## config.mk

```make
export PLATFORM = sky130hd
export DESIGN_NAME = tui_top
export DESIGN_NICKNAME = d
export VERILOG_FILES = /design/src/core/tui_pkg.sv /design/src/core/tui_tick_if.sv /design/src/core/tui_top.sv /design/src/core/tui_timebase.sv
export SDC_FILE = /design/constraint.sdc
export NUM_CORES = 1
export LEC_CHECK = 0
export ABC_AREA = 1
export BUFFER_PORTS_ARGS = -buffer_cell sky130_fd_sc_hd__buf_2
export CAP_MARGIN = 20
export CORE_ASPECT_RATIO = 0.6
export CORE_MARGIN = 1.5
export CORE_UTILIZATION = 35
export CTS_CLUSTER_SIZE = 12
export DETAILED_ROUTE_END_ITERATION = 7
export GPL_TIMING_DRIVEN = 0
export SETUP_SLACK_MARGIN = 0.2
export SLEW_MARGIN = 20
export SYNTH_ARGS = -nofsm -noshare
export SYNTH_HDL_FRONTEND = slang
export SYNTH_SLANG_ARGS = --single-unit
export TNS_END_PERCENT = 20
```

## constraint.sdc

```tcl
create_clock -name sys_clk_in -period 2.52 [get_ports sys_clk_in]
set_input_delay 0.756 -clock sys_clk_in [delete_from_list [all_inputs] [get_ports sys_clk_in]]
set_output_delay 0.756 -clock sys_clk_in [all_outputs]
set_load 0.03 [all_outputs]
```

## src/core/tui_pkg.sv

```systemverilog
// Purpose: shared constants for the time update interrupt unit
// Assumes: 25 MHz system clock, 32-bit AXI4-Lite register access
// Notes: register byte address is four times the register index
`default_nettype none

package tui_pkg;
	// =====================================================
	// register indices and address width
	localparam logic [7:0] EXT_INDEX = 8'h0d;
	localparam logic [7:0] FLAG_INDEX = 8'h0e;
	localparam logic [7:0] CTRL_INDEX = 8'h0f;
	localparam logic [7:0] IRQ_STAT_INDEX = 8'h10;
	localparam logic [7:0] IRQ_MASK_INDEX = 8'h11;
	localparam int ADDR_W = 8;

	// =====================================================
	// field positions
	localparam int UPDATE_PERIOD_SELECT_BIT = 5;
	localparam int UF_BIT = 5;
	localparam int UIE_BIT = 5;
	localparam int SWRST_BIT = 0;
	localparam logic [7:0] FLAG_WMASK = 8'h3f;
	localparam logic [7:0] CTRL_WMASK = 8'hfd;
	localparam int IRQ_EVENT_BIT = 0;
	localparam int IRQ_RELEASE_BIT = 1;
	localparam int IRQ_W = 2;

	// =====================================================
	// reset values
	localparam logic [7:0] EXT_RESET = 8'h00;
	localparam logic [7:0] CTRL_RESET = 8'h00;
	localparam logic [IRQ_W-1:0] IRQ_MASK_RESET = 2'h0;

	// =====================================================
	// timing
	localparam int CLK_PERIOD_NS = 40;
	localparam int SECOND_NS = 1000000000;
	localparam int SECOND_CYCLES = SECOND_NS / CLK_PERIOD_NS;
	localparam int SECONDS_PER_MINUTE = 60;
	localparam int HOLD_TIME_NS = 7182500;
	localparam int HOLD_CYCLES = HOLD_TIME_NS / CLK_PERIOD_NS;
	localparam int HOLD_W = 18;
	localparam int PRESCALE_W = 25;
	localparam int MINUTE_W = 6;

	// =====================================================
	// bus answers
	localparam logic [1:0] RESP_OKAY = 2'h0;
	localparam logic [1:0] RESP_SLVERR = 2'h2;
endpackage

`default_nettype wire

```

## src/core/tui_tick_if.sv

```systemverilog
// Purpose: carries timekeeping ticks between the timebase and the interrupt unit
// Assumes: single clock domain
// Notes: ticks are one-cycle pulses
`timescale 1ns/100ps
`default_nettype none

interface tui_tick_if;
	logic sec_tick; // one pulse per second rollover
	logic min_tick; // one pulse per minute rollover
	logic hold; // software reset holds the timebase

	modport src (output sec_tick, output min_tick, input hold);
	modport dst (input sec_tick, input min_tick, output hold);
endinterface

`default_nettype wire

```

## src/core/tui_top.sv

```systemverilog
// Purpose: time update interrupt unit with AXI4-Lite registers and open-drain line
// Assumes: one 25 MHz clock, synchronous active-high reset, one access of each kind at a time
// Notes: line output is open-drain; drive enable is active low
//
// The AXI4-Lite slave port was left to the implementer.
`timescale 1ns/100ps
`default_nettype none

module tui_top #(
	parameter int HOLD_CYCLES = tui_pkg::HOLD_CYCLES, // release interval in clocks
	parameter int SEC_CYCLES = tui_pkg::SECOND_CYCLES // clocks per second
) (
	input wire logic sys_clk_in, // system clock
	input wire logic sys_rst_in, // synchronous reset, active high
	input wire logic s_axi_awvalid_in, // write address valid
	output logic s_axi_awready_out, // write address ready
	input wire logic [7:0] s_axi_awaddr_in, // write byte address
	input wire logic s_axi_wvalid_in, // write data valid
	output logic s_axi_wready_out, // write data ready
	input wire logic [31:0] s_axi_wdata_in, // write data
	input wire logic [3:0] s_axi_wstrb_in, // write byte strobes
	output logic s_axi_bvalid_out, // write response valid
	input wire logic s_axi_bready_in, // write response ready
	output logic [1:0] s_axi_bresp_out, // write response
	input wire logic s_axi_arvalid_in, // read address valid
	output logic s_axi_arready_out, // read address ready
	input wire logic [7:0] s_axi_araddr_in, // read byte address
	output logic s_axi_rvalid_out, // read data valid
	input wire logic s_axi_rready_in, // read data ready
	output logic [31:0] s_axi_rdata_out, // read data
	output logic [1:0] s_axi_rresp_out, // read response
	output logic int_line_out, // open-drain data, always low
	output logic int_drive_n_out, // low while the line is pulled low
	output logic irq_out // level interrupt to the local cpu
);
	// =====================================================
	// register select decoding
	localparam int SEL_W = 3;
	localparam logic [SEL_W-1:0] SEL_NONE = 3'h0;
	localparam logic [SEL_W-1:0] SEL_EXT = 3'h1;
	localparam logic [SEL_W-1:0] SEL_FLAG = 3'h2;
	localparam logic [SEL_W-1:0] SEL_CTRL = 3'h3;
	localparam logic [SEL_W-1:0] SEL_STAT = 3'h4;
	localparam logic [SEL_W-1:0] SEL_MASK = 3'h5;

	// maps a byte address to a register select; unaligned is unmapped
	function automatic logic [SEL_W-1:0] reg_sel(input logic [7:0] addr);
		logic [7:0] idx;
		idx = {2'h0, addr[7:2]};
		if (addr[1:0] != 2'h0) begin
			reg_sel = SEL_NONE;
		end else if (idx == tui_pkg::EXT_INDEX) begin
			reg_sel = SEL_EXT;
		end else if (idx == tui_pkg::FLAG_INDEX) begin
			reg_sel = SEL_FLAG;
		end else if (idx == tui_pkg::CTRL_INDEX) begin
			reg_sel = SEL_CTRL;
		end else if (idx == tui_pkg::IRQ_STAT_INDEX) begin
			reg_sel = SEL_STAT;
		end else if (idx == tui_pkg::IRQ_MASK_INDEX) begin
			reg_sel = SEL_MASK;
		end else begin
			reg_sel = SEL_NONE;
		end
	endfunction

	// =====================================================
	// state
	logic aw_held;
	logic [7:0] aw_addr;
	logic w_held;
	logic [7:0] w_byte;
	logic w_lane0;
	logic [7:0] ext_reg;
	logic [7:0] ctrl_reg;
	logic update_flag;
	logic line_low;
	logic [tui_pkg::HOLD_W-1:0] hold_count;
	logic [tui_pkg::IRQ_W-1:0] irq_status;
	logic [tui_pkg::IRQ_W-1:0] irq_mask;

	tui_tick_if tick ();

	tui_timebase #(
		.SEC_CYCLES(SEC_CYCLES)
	) u_timebase (
		.sys_clk_in(sys_clk_in),
		.sys_rst_in(sys_rst_in),
		.tick(tick)
	);

	// =====================================================
	// control fields
	wire update_period_select = ext_reg[tui_pkg::UPDATE_PERIOD_SELECT_BIT];
	wire update_irq_enable = ctrl_reg[tui_pkg::UIE_BIT];
	wire sw_reset = ctrl_reg[tui_pkg::SWRST_BIT];
	assign tick.hold = sw_reset;

	// event source: second or minute rollover, none during software reset
	wire update_event = (update_period_select ? tick.min_tick : tick.sec_tick) && !sw_reset;

	// =====================================================
	// write channel handshake
	wire do_write = aw_held && w_held && !s_axi_bvalid_out;
	wire [SEL_W-1:0] wr_sel = reg_sel(aw_addr);
	wire wr_ok = (wr_sel != SEL_NONE);
	wire wr_en = do_write && wr_ok && w_lane0;
	wire wr_ext = wr_en && (wr_sel == SEL_EXT);
	wire wr_flag = wr_en && (wr_sel == SEL_FLAG);
	wire wr_ctrl = wr_en && (wr_sel == SEL_CTRL);
	wire wr_mask = wr_en && (wr_sel == SEL_MASK);

	// a zero written at the flag position clears it; a one does nothing
	wire flag_clear = wr_flag && !w_byte[tui_pkg::UF_BIT];
	wire enable_drop = wr_ctrl && update_irq_enable && !w_byte[tui_pkg::UIE_BIT];

	assign s_axi_awready_out = !aw_held && !s_axi_bvalid_out;
	assign s_axi_wready_out = !w_held && !s_axi_bvalid_out;

	// =====================================================
	// read channel handshake
	wire rd_take = s_axi_arvalid_in && s_axi_arready_out;
	wire [SEL_W-1:0] rd_sel = reg_sel(s_axi_araddr_in);
	wire rd_stat = rd_take && (rd_sel == SEL_STAT);
	assign s_axi_arready_out = !s_axi_rvalid_out;

	// read data, unused bits zero
	wire [7:0] flag_view = {2'h0, update_flag, 5'h0};
	wire [7:0] rd_byte = (rd_sel == SEL_EXT) ? ext_reg :
		(rd_sel == SEL_FLAG) ? flag_view :
		(rd_sel == SEL_CTRL) ? ctrl_reg :
		(rd_sel == SEL_STAT) ? {6'h0, irq_status} :
		(rd_sel == SEL_MASK) ? {6'h0, irq_mask} : 8'h00;

	// =====================================================
	// release timer and line state
	wire hold_done = line_low && (hold_count == tui_pkg::HOLD_W'(1));
	wire line_start = update_event && update_irq_enable;
	wire line_stop = hold_done || flag_clear || enable_drop || !update_irq_enable;

	// =====================================================
	// capture write address and data independently
	always_ff @(posedge sys_clk_in) begin
		if (sys_rst_in) begin
			aw_held <= 1'b0;
			aw_addr <= 8'h00;
		end else if (s_axi_awvalid_in && s_axi_awready_out) begin
			aw_held <= 1'b1;
			aw_addr <= s_axi_awaddr_in;
		end else if (do_write) begin
			aw_held <= 1'b0;
		end
	end

	// only the low byte lane carries register data
	always_ff @(posedge sys_clk_in) begin
		if (sys_rst_in) begin
			w_held <= 1'b0;
			w_byte <= 8'h00;
			w_lane0 <= 1'b0;
		end else if (s_axi_wvalid_in && s_axi_wready_out) begin
			w_held <= 1'b1;
			w_byte <= s_axi_wdata_in[7:0];
			w_lane0 <= s_axi_wstrb_in[0];
		end else if (do_write) begin
			w_held <= 1'b0;
		end
	end

	// write response; unmapped addresses answer slave error
	always_ff @(posedge sys_clk_in) begin
		if (sys_rst_in) begin
			s_axi_bvalid_out <= 1'b0;
			s_axi_bresp_out <= tui_pkg::RESP_OKAY;
		end else if (do_write) begin
			s_axi_bvalid_out <= 1'b1;
			s_axi_bresp_out <= wr_ok ? tui_pkg::RESP_OKAY : tui_pkg::RESP_SLVERR;
		end else if (s_axi_bready_in) begin
			s_axi_bvalid_out <= 1'b0;
		end
	end

	// read response registered one cycle after the address
	always_ff @(posedge sys_clk_in) begin
		if (sys_rst_in) begin
			s_axi_rvalid_out <= 1'b0;
			s_axi_rdata_out <= 32'h00000000;
			s_axi_rresp_out <= tui_pkg::RESP_OKAY;
		end else if (rd_take) begin
			s_axi_rvalid_out <= 1'b1;
			s_axi_rdata_out <= {24'h000000, rd_byte};
			s_axi_rresp_out <= (rd_sel != SEL_NONE) ? tui_pkg::RESP_OKAY : tui_pkg::RESP_SLVERR;
		end else if (s_axi_rready_in) begin
			s_axi_rvalid_out <= 1'b0;
		end
	end

	// =====================================================
	// settings registers
	always_ff @(posedge sys_clk_in) begin
		if (sys_rst_in) begin
			ext_reg <= tui_pkg::EXT_RESET;
			ctrl_reg <= tui_pkg::CTRL_RESET;
			irq_mask <= tui_pkg::IRQ_MASK_RESET;
		end else begin
			if (wr_ext) begin
				ext_reg <= w_byte;
			end
			if (wr_ctrl) begin
				ctrl_reg <= w_byte & tui_pkg::CTRL_WMASK;
			end
			if (wr_mask) begin
				irq_mask <= w_byte[tui_pkg::IRQ_W-1:0];
			end
		end
	end

	// =====================================================
	// update flag: an event in the clearing cycle wins
	always_ff @(posedge sys_clk_in) begin
		if (sys_rst_in) begin
			update_flag <= 1'b0;
		end else if (update_event) begin
			update_flag <= 1'b1;
		end else if (flag_clear) begin
			update_flag <= 1'b0;
		end
	end

	// =====================================================
	// line drive with restartable release counter
	always_ff @(posedge sys_clk_in) begin
		if (sys_rst_in) begin
			line_low <= 1'b0;
			hold_count <= '0;
		end else if (line_start && !enable_drop) begin
			line_low <= 1'b1;
			hold_count <= tui_pkg::HOLD_W'(HOLD_CYCLES);
		end else if (line_stop) begin
			line_low <= 1'b0;
			hold_count <= '0;
		end else if (line_low) begin
			hold_count <= hold_count - 1'b1;
		end
	end

	// open-drain: data always low, enable active low while pulling
	assign int_line_out = 1'b0;
	assign int_drive_n_out = !line_low;

	// =====================================================
	// local interrupt status, cleared by a read, set wins
	wire [tui_pkg::IRQ_W-1:0] irq_events = {hold_done, update_event};
	always_ff @(posedge sys_clk_in) begin
		if (sys_rst_in) begin
			irq_status <= '0;
		end else begin
			irq_status <= irq_events | (rd_stat ? '0 : irq_status);
		end
	end

	assign irq_out = |(irq_status & irq_mask);
endmodule

`default_nettype wire

```

## src/core/tui_timebase.sv

```systemverilog
// Purpose: internal timekeeping counter producing second and minute rollover ticks
// Assumes: sys_clk_in at 25 MHz, synchronous active-high reset
// Notes: held at zero while the software reset bit is set
`timescale 1ns/100ps
`default_nettype none

module tui_timebase #(
	parameter int SEC_CYCLES = tui_pkg::SECOND_CYCLES
) (
	input wire logic sys_clk_in, // system clock
	input wire logic sys_rst_in, // synchronous reset, active high
	tui_tick_if.src tick // ticks out, hold in
);
	logic [tui_pkg::PRESCALE_W-1:0] prescale;
	logic [tui_pkg::MINUTE_W-1:0] seconds;
	wire sec_wrap = (prescale == tui_pkg::PRESCALE_W'(SEC_CYCLES - 1));
	wire min_wrap = (seconds == tui_pkg::MINUTE_W'(tui_pkg::SECONDS_PER_MINUTE - 1));

	// =====================================================
	// second prescaler and seconds-of-minute counter
	always_ff @(posedge sys_clk_in) begin
		if (sys_rst_in || tick.hold) begin
			prescale <= '0;
			seconds <= '0;
		end else if (sec_wrap) begin
			prescale <= '0;
			seconds <= min_wrap ? '0 : seconds + 1'b1;
		end else begin
			prescale <= prescale + 1'b1;
		end
	end

	// ticks are suppressed while held
	assign tick.sec_tick = sec_wrap && !tick.hold;
	assign tick.min_tick = sec_wrap && min_wrap && !tick.hold;
endmodule

`default_nettype wire

```

# Yosys cells after proc, flatten, opt, wreduce, memory -nomap -nowiden
# Cells that the tools add are included.
[word_totals]
regBits = 103
input_bits = 59
output_inout_bits = 44
[op_classes]
n_reduce_logical = 51
bitwise = 2
n_addsub = 3
n_eq_ne = 22
mux = 36
[ops]
columns = ["op", "count"]
rows = [
  ["2-to-1 mux 18 bit", 3],
  ["equality test 6 x 4 -> 1 bit, second input constant", 6],
  ["2-to-1 mux 3 bit", 12],
  ["adder 25 x 1 -> 25 bit, second input constant", 1],
  ["equality test 25 bit, second input constant", 1],
  ["equality test 6 x 5 -> 1 bit, second input constant", 4],
  ["logical AND 1 bit", 24],
  ["2-to-1 mux 8 bit", 3],
  ["equality test 18 x 1 -> 1 bit, second input constant", 1],
  ["subtractor 18 x 1 -> 18 bit, second input constant", 1],
  ["nonzero test 2 bit", 8],
  ["equality test 3 x 2 -> 1 bit, second input constant", 4],
  ["2-to-1 mux 1 bit", 12],
  ["2-to-1 mux 2 bit", 5],
  ["equality test 3 bit, second input constant", 3],
  ["logical NOT 1 bit", 9],
  ["nonzero test 3 bit", 3],
  ["adder 6 x 1 -> 6 bit, second input constant", 1],
  ["equality test 3 x 1 -> 1 bit, second input constant", 2],
  ["equality test 6 bit, second input constant", 1],
  ["2-to-1 mux 6 bit", 1],
  ["logical OR 1 bit", 4],
  ["OR reduction 2 bit", 2],
  ["OR reduction 3 bit", 1],
  ["2 further kinds", 2],
]

# Depth between registers and ports, before layout
[logic_depth]
ltp_word = 17
mapped_depth = 14

# Cells and area by module
# From an unflattened synthesis, not the netlist that was laid out.
[hier_totals]
cells_unflattened = 768
hier_area_um2 = 5445.2
[modules_own_cells]
columns = ["module", "area_each_um2", "n_inst", "cells_per_inst"]
rows = [
  ["tui_top", 3663.5, 1, 489],
  ["tui_timebase", 1781.7, 1, 279],
]

# Worst setup path after synthesis
# No wires, ideal clock.
[synth_timing]
path_kind = "register to output"
from = "register line_low"
to = "output int_drive_n_out"
path_slack_ps = 693
t_arrival_ps = 1071
stages_incl_launch_ff = 4
cell_sequence = "dfxtp_1 -> clkbuf_1 -> inv_1 -> clkbuf_1"
[synth_between]
elab_chain_len = 1
[synth_rtl]
columns = ["element", "line", "rtl"]
rows = [
  ["start: declaration", "tui_top.sv:77", "logic line_low;"],
  ["start signal: assignment", "tui_top.sv:234", "line_low <= 1'b0;"],
  ["start signal: assignment", "tui_top.sv:237", "line_low <= 1'b1;"],
  ["start signal: assignment", "tui_top.sv:240", "line_low <= 1'b0;"],
  ["logical NOT 1 bit", "tui_top.sv:249", "assign int_drive_n_out = !line_low;"],
  ["end: declaration", "tui_top.sv:33", "output logic int_drive_n_out,"],
]
# Every way passes these cells.

# Final worst setup path
# Same ends and word-level chain as after synthesis.

==> results.txt <==
The H-tree was split into 3 levels. The area growth from synthesis to layout is 18.78%. The maximum resistive drop on vdd is 356.3 uV, and the multi-input gate area in the final layout is 2442 um2.

The path class of the tightest hold or removal check is flop to flop. Number of nets in the final layout: 858. The count of distinct cell types in the synthesized netlist came out at 34. The floorplan step defined a die boundary enclosing 14950 um2. The count of endpoints failing setup in the final report was 0; the number of violations of the max-capacitance limit was 0. After clock tree synthesis, the clock-pin slew on the worst setup and hold paths is 0.07 ns.

The combined area of all synthesized cells is 4971 um2. Adding up every negative setup slack in the final design gives 0 ns. The fraction of final layout cells sized beyond drive strength 1 is 0.1488. Among all stages on the critical path, the largest delay is contributed by sky130_fd_sc_hd__dfxtp_1.

The longest clock path from root to sink contains 2 buffers. For this run, the top clock speed supported by timing is 441.8 MHz. STA classifies the critical path startpoint as a flop.

In this run the core area contains 33 standard-cell rows. Dividing total power by cell area gives a power density of 603.6 nW/um2. The clock reaches the later pin of the worst-skew pair after 0.35 ns.

The synthesized design spends more area on one cell type than any other, namely sky130_fd_sc_hd__dfxtp_1. For the count of buffers added by post-CTS timing repair for setup, the log shows 0. At the end of routability-driven placement, the weighted congestion stood at 0.8564. TritonCTS built the clock tree. Registers take 2022 um2.

The floorplan die width came out at 156.9 um. From bottom edge to top edge, the die measures 95.32 um. Ranked by flip-flop count, first place goes to u_timebase.prescale. After synthesis the netlist holds a flip-flop and latch count of 101. After detailed routing, the average wire length per cell comes to 12.38 um. The count of nets left with antenna violations once routing finished came out at 0. Wires add up to 12.28 mm.

Endpoint arrival time on the critical path: 1.51 ns. The share of Yosys cell area claimed by the top area cell type was 0.4067; the via density per instance was 4.529. Traced cell by cell, the critical path runs through clkbuf_2, inv_1, clkbuf_4, buf_2. The iteration count of the initial detailed-routing pass was 5. The clock period minus worst slack was 2.264 ns. Number of antenna violations at the first check in global routing: 0.

The logs give 101 for the total number of clock tree sinks and 0.3615 for the effective utilization at floorplan. The tools report the register area share after synthesis as 0.4067. The run gives 0.01170 ns as the final setup skew. The filler cells instantiated in the layout total 1438. The flow ran to the end, and the final reports show no timing, DRC or antenna violations.

The DRC violation total after the first TritonRoute iteration came out at 369. In this run the tool buffered the top-level ports with 48 buffer cells. In this run the worst path has a maximum fanout of 10. In the layout the commonest cells are sky130_fd_sc_hd__nor2_1, sky130_fd_sc_hd__nand2_1, sky130_fd_sc_hd__dfxtp_1, sky130_fd_sc_hd__inv_1, sky130_fd_sc_hd__a21oi_1.

In this run, placement finished with an instance count of 976. The average instance in the mapped netlist occupies 7.001 um2. Setup repair after global routing could not meet its margin everywhere.

Data on the critical path is required at its endpoint by 1.76 ns. In the routed design, unresolved DRC markers number 0. For the total via count after detailed routing, the log shows 4493. The largest registers in the layout are u_timebase.prescale: 25 flops, hold_count: 18 flops.

The share of the cycle needed by the critical path after routing is 0.8983, and the number of inserted diodes is 0. The count of placed standard cells in the final layout, fillers left out was 992. In the post-route analysis, the smallest setup slack over all paths is 0.2564 ns.

The pin count of the biggest net entering global routing is 20. The logs give 0.1714 for the global router's overall resource usage and 0 for the global-route congestion overflow total. Leaving out fill and tap cells, the most frequent cell in the layout is sky130_fd_sc_hd__nor2_1. The largest single stage delay on the critical path is 0.30 ns.

Before CTS, the worst setup slack after placement is 0.1624 ns. The worst slew margin relative to its limit was 0.5320; the leakage dissipation was 2.530 nW. The measured slew at the worst slew-check pin works out to 0.6955 ns.

The HPWL after detailed placement is 9.296 mm. The flip-flop count of the largest register after layout was 25; the first-pass GRT wire length was 19.90 mm. The final hold violation count is 0, and the number of warnings reported in the yosys synthesis log is 0. Core region area: 13750 um2. The tools report the endpoint kind of the worst setup timing path as a primary output.

Clock tree root driver cell: sky130_fd_sc_hd__clkbuf_16. The tools report the via count of the first global-routing pass as 3866. Clock tree synthesis inserted a total of 9 buffers. The number of cells produced by synthesis is 710.

The final number of max-transition violations came out at 0. Ranked by total cell area, the synthesized netlist is headed by sky130_fd_sc_hd__dfxtp_1, sky130_fd_sc_hd__nor2_1, sky130_fd_sc_hd__nand2_1, sky130_fd_sc_hd__inv_1, sky130_fd_sc_hd__a21oi_1. The worst setup path is of the flop to primary output kind. In this run the count of I/O pins placed on the die edge is 103.
## cell type report
class                      count  share of cell area
multi-input combinational    504              0.4136
sequential                   101              0.3424
inverter                      85             0.05404
buffer                        46             0.05086
timing repair buffer          48             0.04069
tap                          192             0.04069
clock buffer                   9             0.03814
clock inverter                 7             0.01950
## report_power, final
part / leakage [nW] / switching (mW) / total (mW) / internal, mW
registers: 0.820 / 0.0259 / 1.66 / 1.64
logic: 1.55 / 0.224 / 0.326 / 0.102
clock network: 0.163 / 0.676 / 1.57 / 0.897
total: 2.53 / 0.926 / 3.56 / 2.64
## what timing repair did
item / CTS / global route
hold buffers: 0 / 0
endpoints found under the setup margin: 1 / 17
gates resized for setup: 3 / 3
## worst paths after layout
kind,from,endpoint,depth (start not counted),slack [ns]
max,line_low,int_drive_n_out,4,0.26
min,u_timebase.prescale[0],u_timebase.prescale[0],1,0.45
max reg2reg,u_timebase.prescale[0],u_timebase.prescale[24],10,0.30
min reg2reg,u_timebase.prescale[0],u_timebase.prescale[0],1,0.45
## cells in the mapped netlist, drive strengths merged
master	count
dfxtp	101
conb	1
nand4	16
xor2	17
nor4	5
buf	35
o21ai	48
nor3b	3
a21oi	55
clkbuf	11
inv	85
a22oi	1
a31oi	8
nor3	16
nor2	143
a41oi	1
o21a	3
ha	4
nand3	38
xnor2	3
nand2	105
nand3b	1
and3	1
a211oi	9
## cell families after synthesis
family,share of synthesized area
other,0.0007544
AO/OA/AOI/OAI,0.1372
adder cells (fa/ha/maj),0.01007
buffers and inverters,0.1236
AND/OR/NAND/NOR,0.2864
flip-flops,0.4067
XOR/XNOR,0.03524
## through the flow
stage               utilization  cell area [um2]  hold slack [ns]  total power, mW
floorplan                     -             5069           0.4130            1.937
global placement         0.4036             5549           0.4274            2.026
detailed placement       0.4036             5549           0.4328            2.027
CTS                      0.4287             5894           0.4488            3.596
global route             0.4294             5904           0.5044            3.695
finish                   0.4294             5904           0.4487            3.564
## metal layers
metal	part of all wire	wire length, um	up-vias	global-route usage
met5	0	0	-	0
met3	0.061	754	8	0.04318
met1	0.57	7053	1938	0.2692
li1	-	-	2416	-
met2	0.36	4383	131	0.2279
met4	0.0071	87	0	0.03571
## worst max-delay path, delay by kind of cell, from the launching register on
family,cells,cell delay (ns)
buffers and inverters,4,0.84
DFF,1,0.30
Note: power is estimated with default switching activity, not from simulation.
